File: src/hdl/mibt_consts.svh
// Constants for the base timer and channel waveform output block
`ifndef MIBT_CONSTS_SVH
`define MIBT_CONSTS_SVH

// Channel output control byte layout
`define MIBT_MODE_LSB 0
`define MIBT_MODE_MSB 2
`define MIBT_IVL_BIT 4
`define MIBT_INV_BIT 5
`define MIBT_TRE_BIT 6
`define MIBT_CTRL_RESET 8'h00

// Channel mode field codes
`define MIBT_MODE_SINGLE 3'h0
`define MIBT_MODE_SR 3'h1
`define MIBT_MODE_DELAY 3'h2
`define MIBT_MODE_UART_RX 3'h6
`define MIBT_MODE_SERIAL 3'h7

// Timer clock select codes
`define MIBT_CLK_STOP 2'h0
`define MIBT_CLK_HALF 2'h1
`define MIBT_CLK_PHASE 2'h2
`define MIBT_CLK_F1 2'h3

// Count direction mode codes
`define MIBT_DIR_UP 2'h0
`define MIBT_DIR_UPDOWN 2'h1
`define MIBT_DIR_PHASE 2'h2

// Divider and counter values
`define MIBT_DIV_BYPASS 5'h1F
`define MIBT_COUNT_ZERO 16'h0000
`define MIBT_COUNT_MAX 16'hFFFF

`endif

File: src/hdl/mibt_pkg.sv
// Types for the base timer and channel waveform output block
package mibt_pkg;
   typedef enum logic {MIBT_PH_UP, MIBT_PH_DOWN} mibt_phase_t;
endpackage

File: src/hdl/mibt_divider.sv
// Count source divider: one pulse per 2(n+1) source pulses; n of 31 passes every source pulse
`timescale 1ns/1ps
`default_nettype none
`include "mibt_consts.svh"
module mibt_divider (
   // Clock and reset
   input wire logic clk,
   input wire logic arst_n,
   // Control
   input wire logic clear,
   input wire logic [4:0] div_n,
   // Source and result
   input wire logic src_pulse,
   output logic div_pulse
);
   import mibt_pkg::*;
   logic [4:0] cnt;
   logic half;
   wire bypass = (div_n == `MIBT_DIV_BYPASS);
   wire wrap = src_pulse && (cnt == div_n);
   wire [4:0] next_cnt = clear ? 5'h00 : wrap ? 5'h00 :
                         src_pulse ? cnt + 5'h01 : cnt;
   wire next_half = clear ? 1'b0 : wrap ? ~half : half;
   // Pulse on the falling half so a period spans 2(n+1) source pulses
   wire next_pulse = !clear && (bypass ? src_pulse : (wrap && half));

   always_ff @(posedge clk or negedge arst_n) begin
      if (!arst_n) begin
         cnt <= 5'h00;
         half <= 1'b0;
         div_pulse <= 1'b0;
      end else begin
         cnt <= next_cnt;
         half <= next_half;
         div_pulse <= next_pulse;
      end
   end
endmodule
`default_nettype wire

File: src/hdl/mibt_chan_out.sv
// One channel's waveform level, serial routing and output inversion
`timescale 1ns/1ps
`default_nettype none
`include "mibt_consts.svh"
module mibt_chan_out #(
   parameter int IDX = 0
) (
   // Clock and reset
   input wire logic clk,
   input wire logic arst_n,
   // Configuration
   input wire logic [7:0] ctrl,
   input wire logic func_sel,
   input wire logic func_en,
   input wire logic sr_silent,
   // Events and serial data
   input wire logic match_evt,
   input wire logic partner_evt,
   input wire logic clear_evt,
   input wire logic tx_data,
   input wire logic sclk_data,
   // Pin
   output logic pin_out,
   output logic pin_oe
);
   import mibt_pkg::*;
   initial begin
      if (IDX < 0 || IDX > 7) $error("mibt_chan_out: IDX out of range");
   end
   localparam bit IS_EVEN = (IDX % 2) == 0;
   logic level;
   logic ivl_q;
   wire [2:0] mode = ctrl[`MIBT_MODE_MSB:`MIBT_MODE_LSB];
   wire initial_level = ctrl[`MIBT_IVL_BIT];
   wire output_invert = ctrl[`MIBT_INV_BIT];
   wire wave_on = !func_sel && func_en;
   wire ivl_wr = initial_level != ivl_q;
   // SR is only honoured on an even channel
   wire sr_ok = (mode == `MIBT_MODE_SR) && IS_EVEN;
   wire wave_mode = (mode == `MIBT_MODE_SINGLE) ||
                    (mode == `MIBT_MODE_DELAY) || sr_ok;
   // Serial routing exists only on channels 0 and 1
   wire route_ok = (mode == `MIBT_MODE_SERIAL) && (IDX < 2);
   wire serial_bit = (IDX == 0) ? tx_data : sclk_data;
   logic next_level;
   always_comb begin
      next_level = level;
      if (!wave_on || ivl_wr) begin
         next_level = initial_level;
      end else begin
         case (mode)
            `MIBT_MODE_SINGLE: begin
               if (match_evt) next_level = 1'b1;
               else if (clear_evt) next_level = 1'b0;
            end
            `MIBT_MODE_SR: begin
               if (sr_ok && match_evt) next_level = 1'b1;
               else if (sr_ok && partner_evt) next_level = 1'b0;
            end
            `MIBT_MODE_DELAY: begin
               if (match_evt) next_level = ~level;
            end
            default: next_level = level;
         endcase
      end
   end
   // Inversion follows the waveform level; serial routing bypasses it
   wire next_out = route_ok ? serial_bit : (level ^ output_invert);
   // UART receive leaves the pin undriven; odd SR partner is silent
   wire next_oe = route_ok ||
                  (wave_on && wave_mode && !sr_silent);

   always_ff @(posedge clk or negedge arst_n) begin
      if (!arst_n) begin
         level <= 1'b0;
         ivl_q <= 1'b0;
         pin_out <= 1'b0;
         pin_oe <= 1'b0;
      end else begin
         level <= next_level;
         ivl_q <= initial_level;
         pin_out <= next_out;
         pin_oe <= next_oe;
      end
   end
endmodule
`default_nettype wire

File: src/hdl/mibt_top.sv
// Base timer and eight channel waveform output stages
// Notes on behaviour
// - SR mode on even channels; odd ignored
// - Mode 111 routes serial pins, channels 0/1
// - Timer reset enable only in channel 0
// - Inversion is the final waveform stage
// - Inverted: default high if initial level zero
// - Count source is source over 2(n+1)
// - n of 31 passes source undivided
// - Free-running counter on internal count source
// - Increment, up/down, two-phase counting operations
// - Run bit one starts counting
// - Run bit zero stops and resets timer
// - Run bit zero holds timer at zero
// - Direction codes: 00 up, 01 up/down, 10 two-phase
`timescale 1ns/1ps
`default_nettype none
`include "mibt_consts.svh"
module mibt_top #(
   parameter int CHANNELS = 8
) (
   // Clock and reset
   input wire logic CORE_CLK,
   input wire logic ARST_N,
   // Base timer control
   input wire logic TIMER_RUN_BIT,
   input wire logic [1:0] TIMER_CLOCK_SELECT,
   input wire logic [4:0] DIVIDER_FIELD,
   input wire logic [1:0] COUNT_DIRECTION_MODE,
   input wire logic [15:0] RESET_COMPARE_VALUE,
   // Two-phase pulse pins
   input wire logic PHASE_A_PIN,
   input wire logic PHASE_B_PIN,
   // Channel control, one byte per channel
   input wire logic [8*CHANNELS-1:0] CHAN_OUTPUT_CTRL,
   input wire logic [CHANNELS-1:0] FUNC_SELECT_CHAN,
   input wire logic [CHANNELS-1:0] CHAN_FUNC_ENABLE,
   input wire logic [CHANNELS-1:0] CHAN_MATCH_EVT,
   // Serial engine data
   input wire logic SERIAL_TX_DATA,
   input wire logic SERIAL_CLOCK_DATA,
   // Base timer state
   output logic [15:0] TIMER_COUNT,
   output logic TIMER_COUNT_SOURCE,
   output var mibt_pkg::mibt_phase_t TIMER_PHASE,
   // Channel pins
   output logic [CHANNELS-1:0] CHAN_OUT,
   output logic [CHANNELS-1:0] CHAN_OE
);
   import mibt_pkg::*;
   initial begin
      if (CHANNELS != 8) $error("mibt_top: eight channels only");
   end

   // Pin synchronisers; only the second stage is read
   logic [1:0] sync_a;
   logic [1:0] sync_b;
   logic prev_a;
   logic prev_b;
   logic half_tgl;
   logic qd_up;
   logic [1:0] rst_pipe;
   logic run_q;

   wire cur_a = sync_a[1];
   wire cur_b = sync_b[1];
   // One input changed: a legal quadrature step
   wire qd_evt = (cur_a ^ prev_a) ^ (cur_b ^ prev_b);
   wire qd_dir = prev_a ^ cur_b;
   wire next_qd_up = qd_evt ? qd_dir : qd_up;

   // Count source selection
   wire sel_f1 = (TIMER_CLOCK_SELECT == `MIBT_CLK_F1);
   wire sel_half = (TIMER_CLOCK_SELECT == `MIBT_CLK_HALF);
   wire sel_phase = (TIMER_CLOCK_SELECT == `MIBT_CLK_PHASE);
   wire src_pulse = sel_f1 ? 1'b1 :
                    sel_half ? half_tgl :
                    sel_phase ? qd_evt : 1'b0;
   wire div_clear = !TIMER_RUN_BIT;
   wire count_evt;

   mibt_divider u_div (
      .clk(CORE_CLK),
      .arst_n(ARST_N),
      .clear(div_clear),
      .div_n(DIVIDER_FIELD),
      .src_pulse(src_pulse),
      .div_pulse(count_evt)
   );

   // Timer reset on compare match, channel 0's enable only
   wire tre = CHAN_OUTPUT_CTRL[`MIBT_TRE_BIT];
   wire dir_up = (COUNT_DIRECTION_MODE == `MIBT_DIR_UP);
   wire dir_ud = (COUNT_DIRECTION_MODE == `MIBT_DIR_UPDOWN);
   wire dir_ph = (COUNT_DIRECTION_MODE == `MIBT_DIR_PHASE);
   wire hit = tre && (TIMER_COUNT == RESET_COMPARE_VALUE);
   // Two count events after the match the timer clears
   wire [1:0] next_rst_pipe = !TIMER_RUN_BIT ? 2'b00 :
                              count_evt ? {rst_pipe[0], hit} : rst_pipe;
   // Relies on software picking f1 here; increment mode is checked by dir_up
   wire do_reset = count_evt && rst_pipe[1] && dir_up;
   // Two-phase counting down never takes the match reset
   wire ph_reset = count_evt && rst_pipe[1] && dir_ph && qd_up;
   wire ud_turn = count_evt && rst_pipe[1] && dir_ud;
   // Code 11 has no counting operation, so the counter must hold
   wire dir_none = !dir_up && !dir_ud && !dir_ph;

   wire at_max = (TIMER_COUNT == `MIBT_COUNT_MAX);
   wire at_zero = (TIMER_COUNT == `MIBT_COUNT_ZERO);
   wire [15:0] count_inc = TIMER_COUNT + 16'h0001;
   wire [15:0] count_dec = TIMER_COUNT - 16'h0001;

   logic [15:0] next_count;
   mibt_phase_t next_phase;
   always_comb begin
      next_count = TIMER_COUNT;
      next_phase = TIMER_PHASE;
      if (!TIMER_RUN_BIT) begin
         next_count = `MIBT_COUNT_ZERO;
         next_phase = MIBT_PH_UP;
      end else if (do_reset || ph_reset) begin
         next_count = `MIBT_COUNT_ZERO;
      end else if (count_evt) begin
         case (COUNT_DIRECTION_MODE)
            `MIBT_DIR_UP: begin
               next_count = count_inc;
            end
            `MIBT_DIR_UPDOWN: begin
               case (TIMER_PHASE)
                  MIBT_PH_UP: begin
                     if (at_max || ud_turn) begin
                        next_count = count_dec;
                        next_phase = MIBT_PH_DOWN;
                     end else begin
                        next_count = count_inc;
                     end
                  end
                  MIBT_PH_DOWN: begin
                     if (at_zero) begin
                        next_count = count_inc;
                        next_phase = MIBT_PH_UP;
                     end else begin
                        next_count = count_dec;
                     end
                  end
                  default: next_phase = MIBT_PH_UP;
               endcase
            end
            `MIBT_DIR_PHASE: begin
               next_count = qd_up ? count_inc : count_dec;
            end
            default: next_count = TIMER_COUNT;
         endcase
      end
   end

   always_ff @(posedge CORE_CLK or negedge ARST_N) begin
      if (!ARST_N) begin
         sync_a <= 2'b00;
         sync_b <= 2'b00;
         prev_a <= 1'b0;
         prev_b <= 1'b0;
         qd_up <= 1'b1;
      end else begin
         sync_a <= {sync_a[0], PHASE_A_PIN};
         sync_b <= {sync_b[0], PHASE_B_PIN};
         prev_a <= cur_a;
         prev_b <= cur_b;
         qd_up <= next_qd_up;
      end
   end

   always_ff @(posedge CORE_CLK or negedge ARST_N) begin
      if (!ARST_N) begin
         half_tgl <= 1'b0;
         rst_pipe <= 2'b00;
         run_q <= 1'b0;
         TIMER_COUNT <= `MIBT_COUNT_ZERO;
         TIMER_PHASE <= MIBT_PH_UP;
         TIMER_COUNT_SOURCE <= 1'b0;
      end else begin
         half_tgl <= ~half_tgl;
         rst_pipe <= next_rst_pipe;
         run_q <= TIMER_RUN_BIT;
         TIMER_COUNT <= next_count;
         TIMER_PHASE <= next_phase;
         TIMER_COUNT_SOURCE <= count_evt;
      end
   end

   // Per-channel output stages
   wire clear_evt = do_reset || (count_evt && dir_up && at_max);
   genvar g;
   generate
      for (g = 0; g < CHANNELS; g = g + 1) begin : g_chan
         localparam int PART = (g % 2 == 0) ? g + 1 : g - 1;
         wire [7:0] ctrl_g = CHAN_OUTPUT_CTRL[8*g +: 8];
         wire [7:0] ctrl_p = CHAN_OUTPUT_CTRL[8*PART +: 8];
         // Odd channel goes quiet while its even partner runs SR
         wire silent = (g % 2 == 1) &&
            (ctrl_p[`MIBT_MODE_MSB:`MIBT_MODE_LSB] == `MIBT_MODE_SR);
         mibt_chan_out #(.IDX(g)) u_chan (
            .clk(CORE_CLK),
            .arst_n(ARST_N),
            .ctrl(ctrl_g),
            .func_sel(FUNC_SELECT_CHAN[g]),
            .func_en(CHAN_FUNC_ENABLE[g]),
            .sr_silent(silent),
            .match_evt(CHAN_MATCH_EVT[g]),
            .partner_evt(CHAN_MATCH_EVT[PART]),
            .clear_evt(clear_evt),
            .tx_data(SERIAL_TX_DATA),
            .sclk_data(SERIAL_CLOCK_DATA),
            .pin_out(CHAN_OUT[g]),
            .pin_oe(CHAN_OE[g])
         );
      end
   endgenerate
endmodule
`default_nettype wire

File: config.mk
export PLATFORM = sky130hd
export DESIGN_NAME = mibt_top
export DESIGN_NICKNAME = d
export VERILOG_FILES = /design/src/hdl/mibt_pkg.sv /design/src/hdl/mibt_divider.sv /design/src/hdl/mibt_chan_out.sv /design/src/hdl/mibt_top.sv
export VERILOG_INCLUDE_DIRS = /design/src /design/src/hdl
export SDC_FILE = /design/constraint.sdc
export NUM_CORES = 1
export LEC_CHECK = 0
export ABC_AREA = 1
export CAP_MARGIN = 25
export CORE_MARGIN = 5
export CORE_UTILIZATION = 35
export DETAILED_ROUTE_END_ITERATION = 8
export DONT_BUFFER_PORTS = 1
export SYNTH_ARGS = -nofsm -noshare
export SYNTH_HDL_FRONTEND = slang
export SYNTH_HIERARCHICAL = 1
export SYNTH_SLANG_ARGS = --single-unit
File: constraint.sdc
create_clock -name CORE_CLK -period 2.8 [get_ports CORE_CLK]
set_clock_uncertainty 0.1 [all_clocks]
set_input_delay 0.42 -clock CORE_CLK [delete_from_list [all_inputs] [get_ports CORE_CLK]]
set_output_delay 0.42 -clock CORE_CLK [all_outputs]
set_load 0.01 [all_outputs]
==> out/results.ini <==
[global_routing]
grt_use_met3 = 0.0668
grt_pass1_wl_mm = 20.2
gr-usage-met2 = 0.245
antenna_found_initial = 0
met1_usage = 0.190
top_usage_layer = met2
track_usage = 0.156
grt_max_degree = 68
grt_pass1_vias = 3958
globalRouteOverflowTotal = 0

[drt]
detail_route.first_pass.iterations = 5
vias_per_cell = 4.61
avgRoutedWirePerCell_um = 13.9
drt-initial-drc-count = 200
wirelength_mm = 12.3
via_count = 4095
drc = 0
drtAntennaViolNets = 0

[cts]
clk_latency_ns = 0.34
cts_setup_buffers = 0
numCtsBuffers = 9
clkTransAtPathRegs_ns = 0.06
clk_path_buf_depth = 2
clockRootBuffer = clkbuf_16
cts.htree.levels = 3
clock_sinks = 67
cts_tree = yes

[synthesis]
yosys_warnings = 6
ys_top_cells_by_area = dfrtp_1 (33%), nand2_1 (17%), inv_1 (6.5%), xor2_1 (6.0%), nand3_1 (4.7%)
seq_area_frac_synth = 0.339
yosysTopAreaCell = dfrtp_1
async_reset_ff_frac = 1.00
synth_edf_count = 0
ys_types = 44
synth_area_per_cell_um2 = 7.20
postSynthCellCount = 687
synth_area_um2 = 4940
synthFlopType = dfrtp_1
synth_top_area_share = 0.334
ys_ff_latch = 67

[floorplanning]
core.rowCount = 43
die_x_um = 129
core_um2 = 13900
die_y_um = 129
start_util = 0.356
ios = 154
dieArea_um2 = 16600

[finish]
finalNonFillerCells = 889
nFillCells = 1430
nets = 830
multi_input_area_um2 = 2730
layout_common_cells = nand2_1 (221), inv_1 (85), dfrtp_1 (66)
seqCellArea_um2 = 1680
n_antenna_cell = 0
final_common_cell = nand2_1
final_util = 0.398
drive_gt1_frac = 0.142
area_growth_pct = 11.6

[sta]
setup_viol = 0
fin_crit_ns = 2.27
hold_slack_ns = 0.0475
tns_ns = 0
post-route-period-util = 0.812
worst_pin_slew_ns = 0.976
hold_viol_final = 0
maxSlewViolCount = 0
grt_setup_unrepaired = no
slew_headroom = 0.346
max_freq_mhz = 440

[critical_path]
crit_type = register to register
crit_chain = ha_1 -> nand2_1 -> nor2_4 -> nand4_4 -> a211oi_1 -> buf_4 -> inv_1 -> nor2_1 -> nand2_1 -> nand3_1 -> nand2_1 -> nand2_1 -> nand2_1
crit_top_cell = nand2_1
end_kind = register
startpoint_type = register
r2r_setup_slack_ns = 0.53
max_stage_delay_ns = 0.53
cpMaxStageDelayCell = dfrtp_1
critPathArrivalTime_ns = 2.40
critical_path.max_fanout = 8
crit_required_ns = 2.93

[power]
ir_worst_vdd_mv = 0.297
p_per_area_nw_per_um2 = 539
p_leak_nw = 2.84
p_total_mw = 2.97

[placed_design]
dpl.cell_count = 861
io_buffers = 0
post-dp-hpwl_mm = 9.37
place.gp.congestion = 0.824

[flow_run]
cap_violations = 0

[worst_hold_path]
hold_path.class = input pin to register

[status]
outcome = completed

## worst max-delay path, delay by kind of cell, from the launching register on
family	cells	cell delay (ns)
and+or+nand+nor	9	0.73
DFF	1	0.53
adders and majority gates	1	0.29
buffers and inverters	2	0.27
AOI/OAI and AO/OA	1	0.24
## timing repair
| item | CTS | global route |
|---|---|---|
| hold endpoints to repair | 77 | 0 |
| resized for setup | 0 | 0 |
| hold buffers | 12 | 0 |
## cell type report
cell class,count,area share
clock buffer,11,0.0440
clock inverter,5,0.0113
inverter,97,0.0669
multi-input combinational,507,0.494
sequential,67,0.304
tap,180,0.0408
timing repair buffer,22,0.0385
## registers in the layout, indices dropped and copies added, names as in the netlist
register	cells
TIMER_COUNT	16
TIMER_COUNT_SOURCE	1
TIMER_PHASE	1
g_chan.u_chan/ivl_q	8
g_chan.u_chan/level	8
g_chan.u_chan/pin_oe	8
g_chan.u_chan/pin_out	8
half_tgl	1
prev_a	1
prev_b	1
qd_up	1
rst_pipe	2
sync_a	2
sync_b	2
u_div/cnt	5
u_div/div_pulse	1
u_div/half	1
## Yosys cell counts, types with 4 or more instances
| cell type | instances |
|---|---|
| dfrtp_1 | 66 |
| nor3_2 | 4 |
| xor2_1 | 34 |
| o21bai_1 | 4 |
| buf_4 | 4 |
| inv_2 | 11 |
| nor2_1 | 61 |
| ha_1 | 6 |
| nor2_4 | 10 |
| nor4_1 | 4 |
| buf_6 | 10 |
| nand3_1 | 46 |
| nor3b_1 | 4 |
| o21ai_0 | 8 |
| a21oi_1 | 14 |
| nand4_1 | 9 |
| xnor2_1 | 16 |
| nor2_2 | 9 |
| inv_1 | 85 |
| nand2_4 | 4 |
| nand2_1 | 221 |
| nand2_2 | 19 |
## power by group
group / total (mW) / switching (mW) / internal [mW]
registers: 1.14 / 0.0990 / 1.04
logic: 0.657 / 0.397 / 0.260
clock network: 1.17 / 0.456 / 0.717
total: 2.97 / 0.952 / 2.02
## per-stage QoR
stage	area (um2)	setup slack, ns
floorplan	4960	0.574
global placement	5070	0.451
detailed placement	5070	0.437
CTS	5520	0.462
global route	5520	0.266
finish	5520	0.526
## logic make-up (layout without fill, tap and decap cells)
logic type | count (synthesis) | after routing | synth area share
DFF | 67 | 67 | 0.339
and+or+nand+nor | 407 | 407 | 0.391
muxes | 1 | 1 | 0.00304
other | 1 | 4 | 0.000758
buffers and inverters | 116 | 135 | 0.111
AOI/OAI and AO/OA | 39 | 39 | 0.0509
xor gates and xnor gates | 50 | 50 | 0.0886
adders and majority gates | 6 | 6 | 0.0152
## worst paths after layout
check                                startpoint                      end  cells after the start
max                              TIMER_COUNT[1]   g_chan[6].u_chan/level                     13
min                        CHAN_OUTPUT_CTRL[26]  g_chan[3].u_chan/pin_oe                      1
max reg2reg                      TIMER_COUNT[1]   g_chan[6].u_chan/level                     13
min reg2reg                           sync_b[0]                sync_b[1]                      0
max in group asynchronous                ARST_N                    qd_up                      2
min in group asynchronous                ARST_N           TIMER_COUNT[4]                      2
## layer usage
layer	share of wire	wire [um]	vias to the layer above
met4	0.010	125	0
met3	0.094	1160	10
met2	0.48	5860	117
met1	0.42	5190	1822
met5	0	0	-
li1	-	-	2146
(Power assumes the default switching activity.)
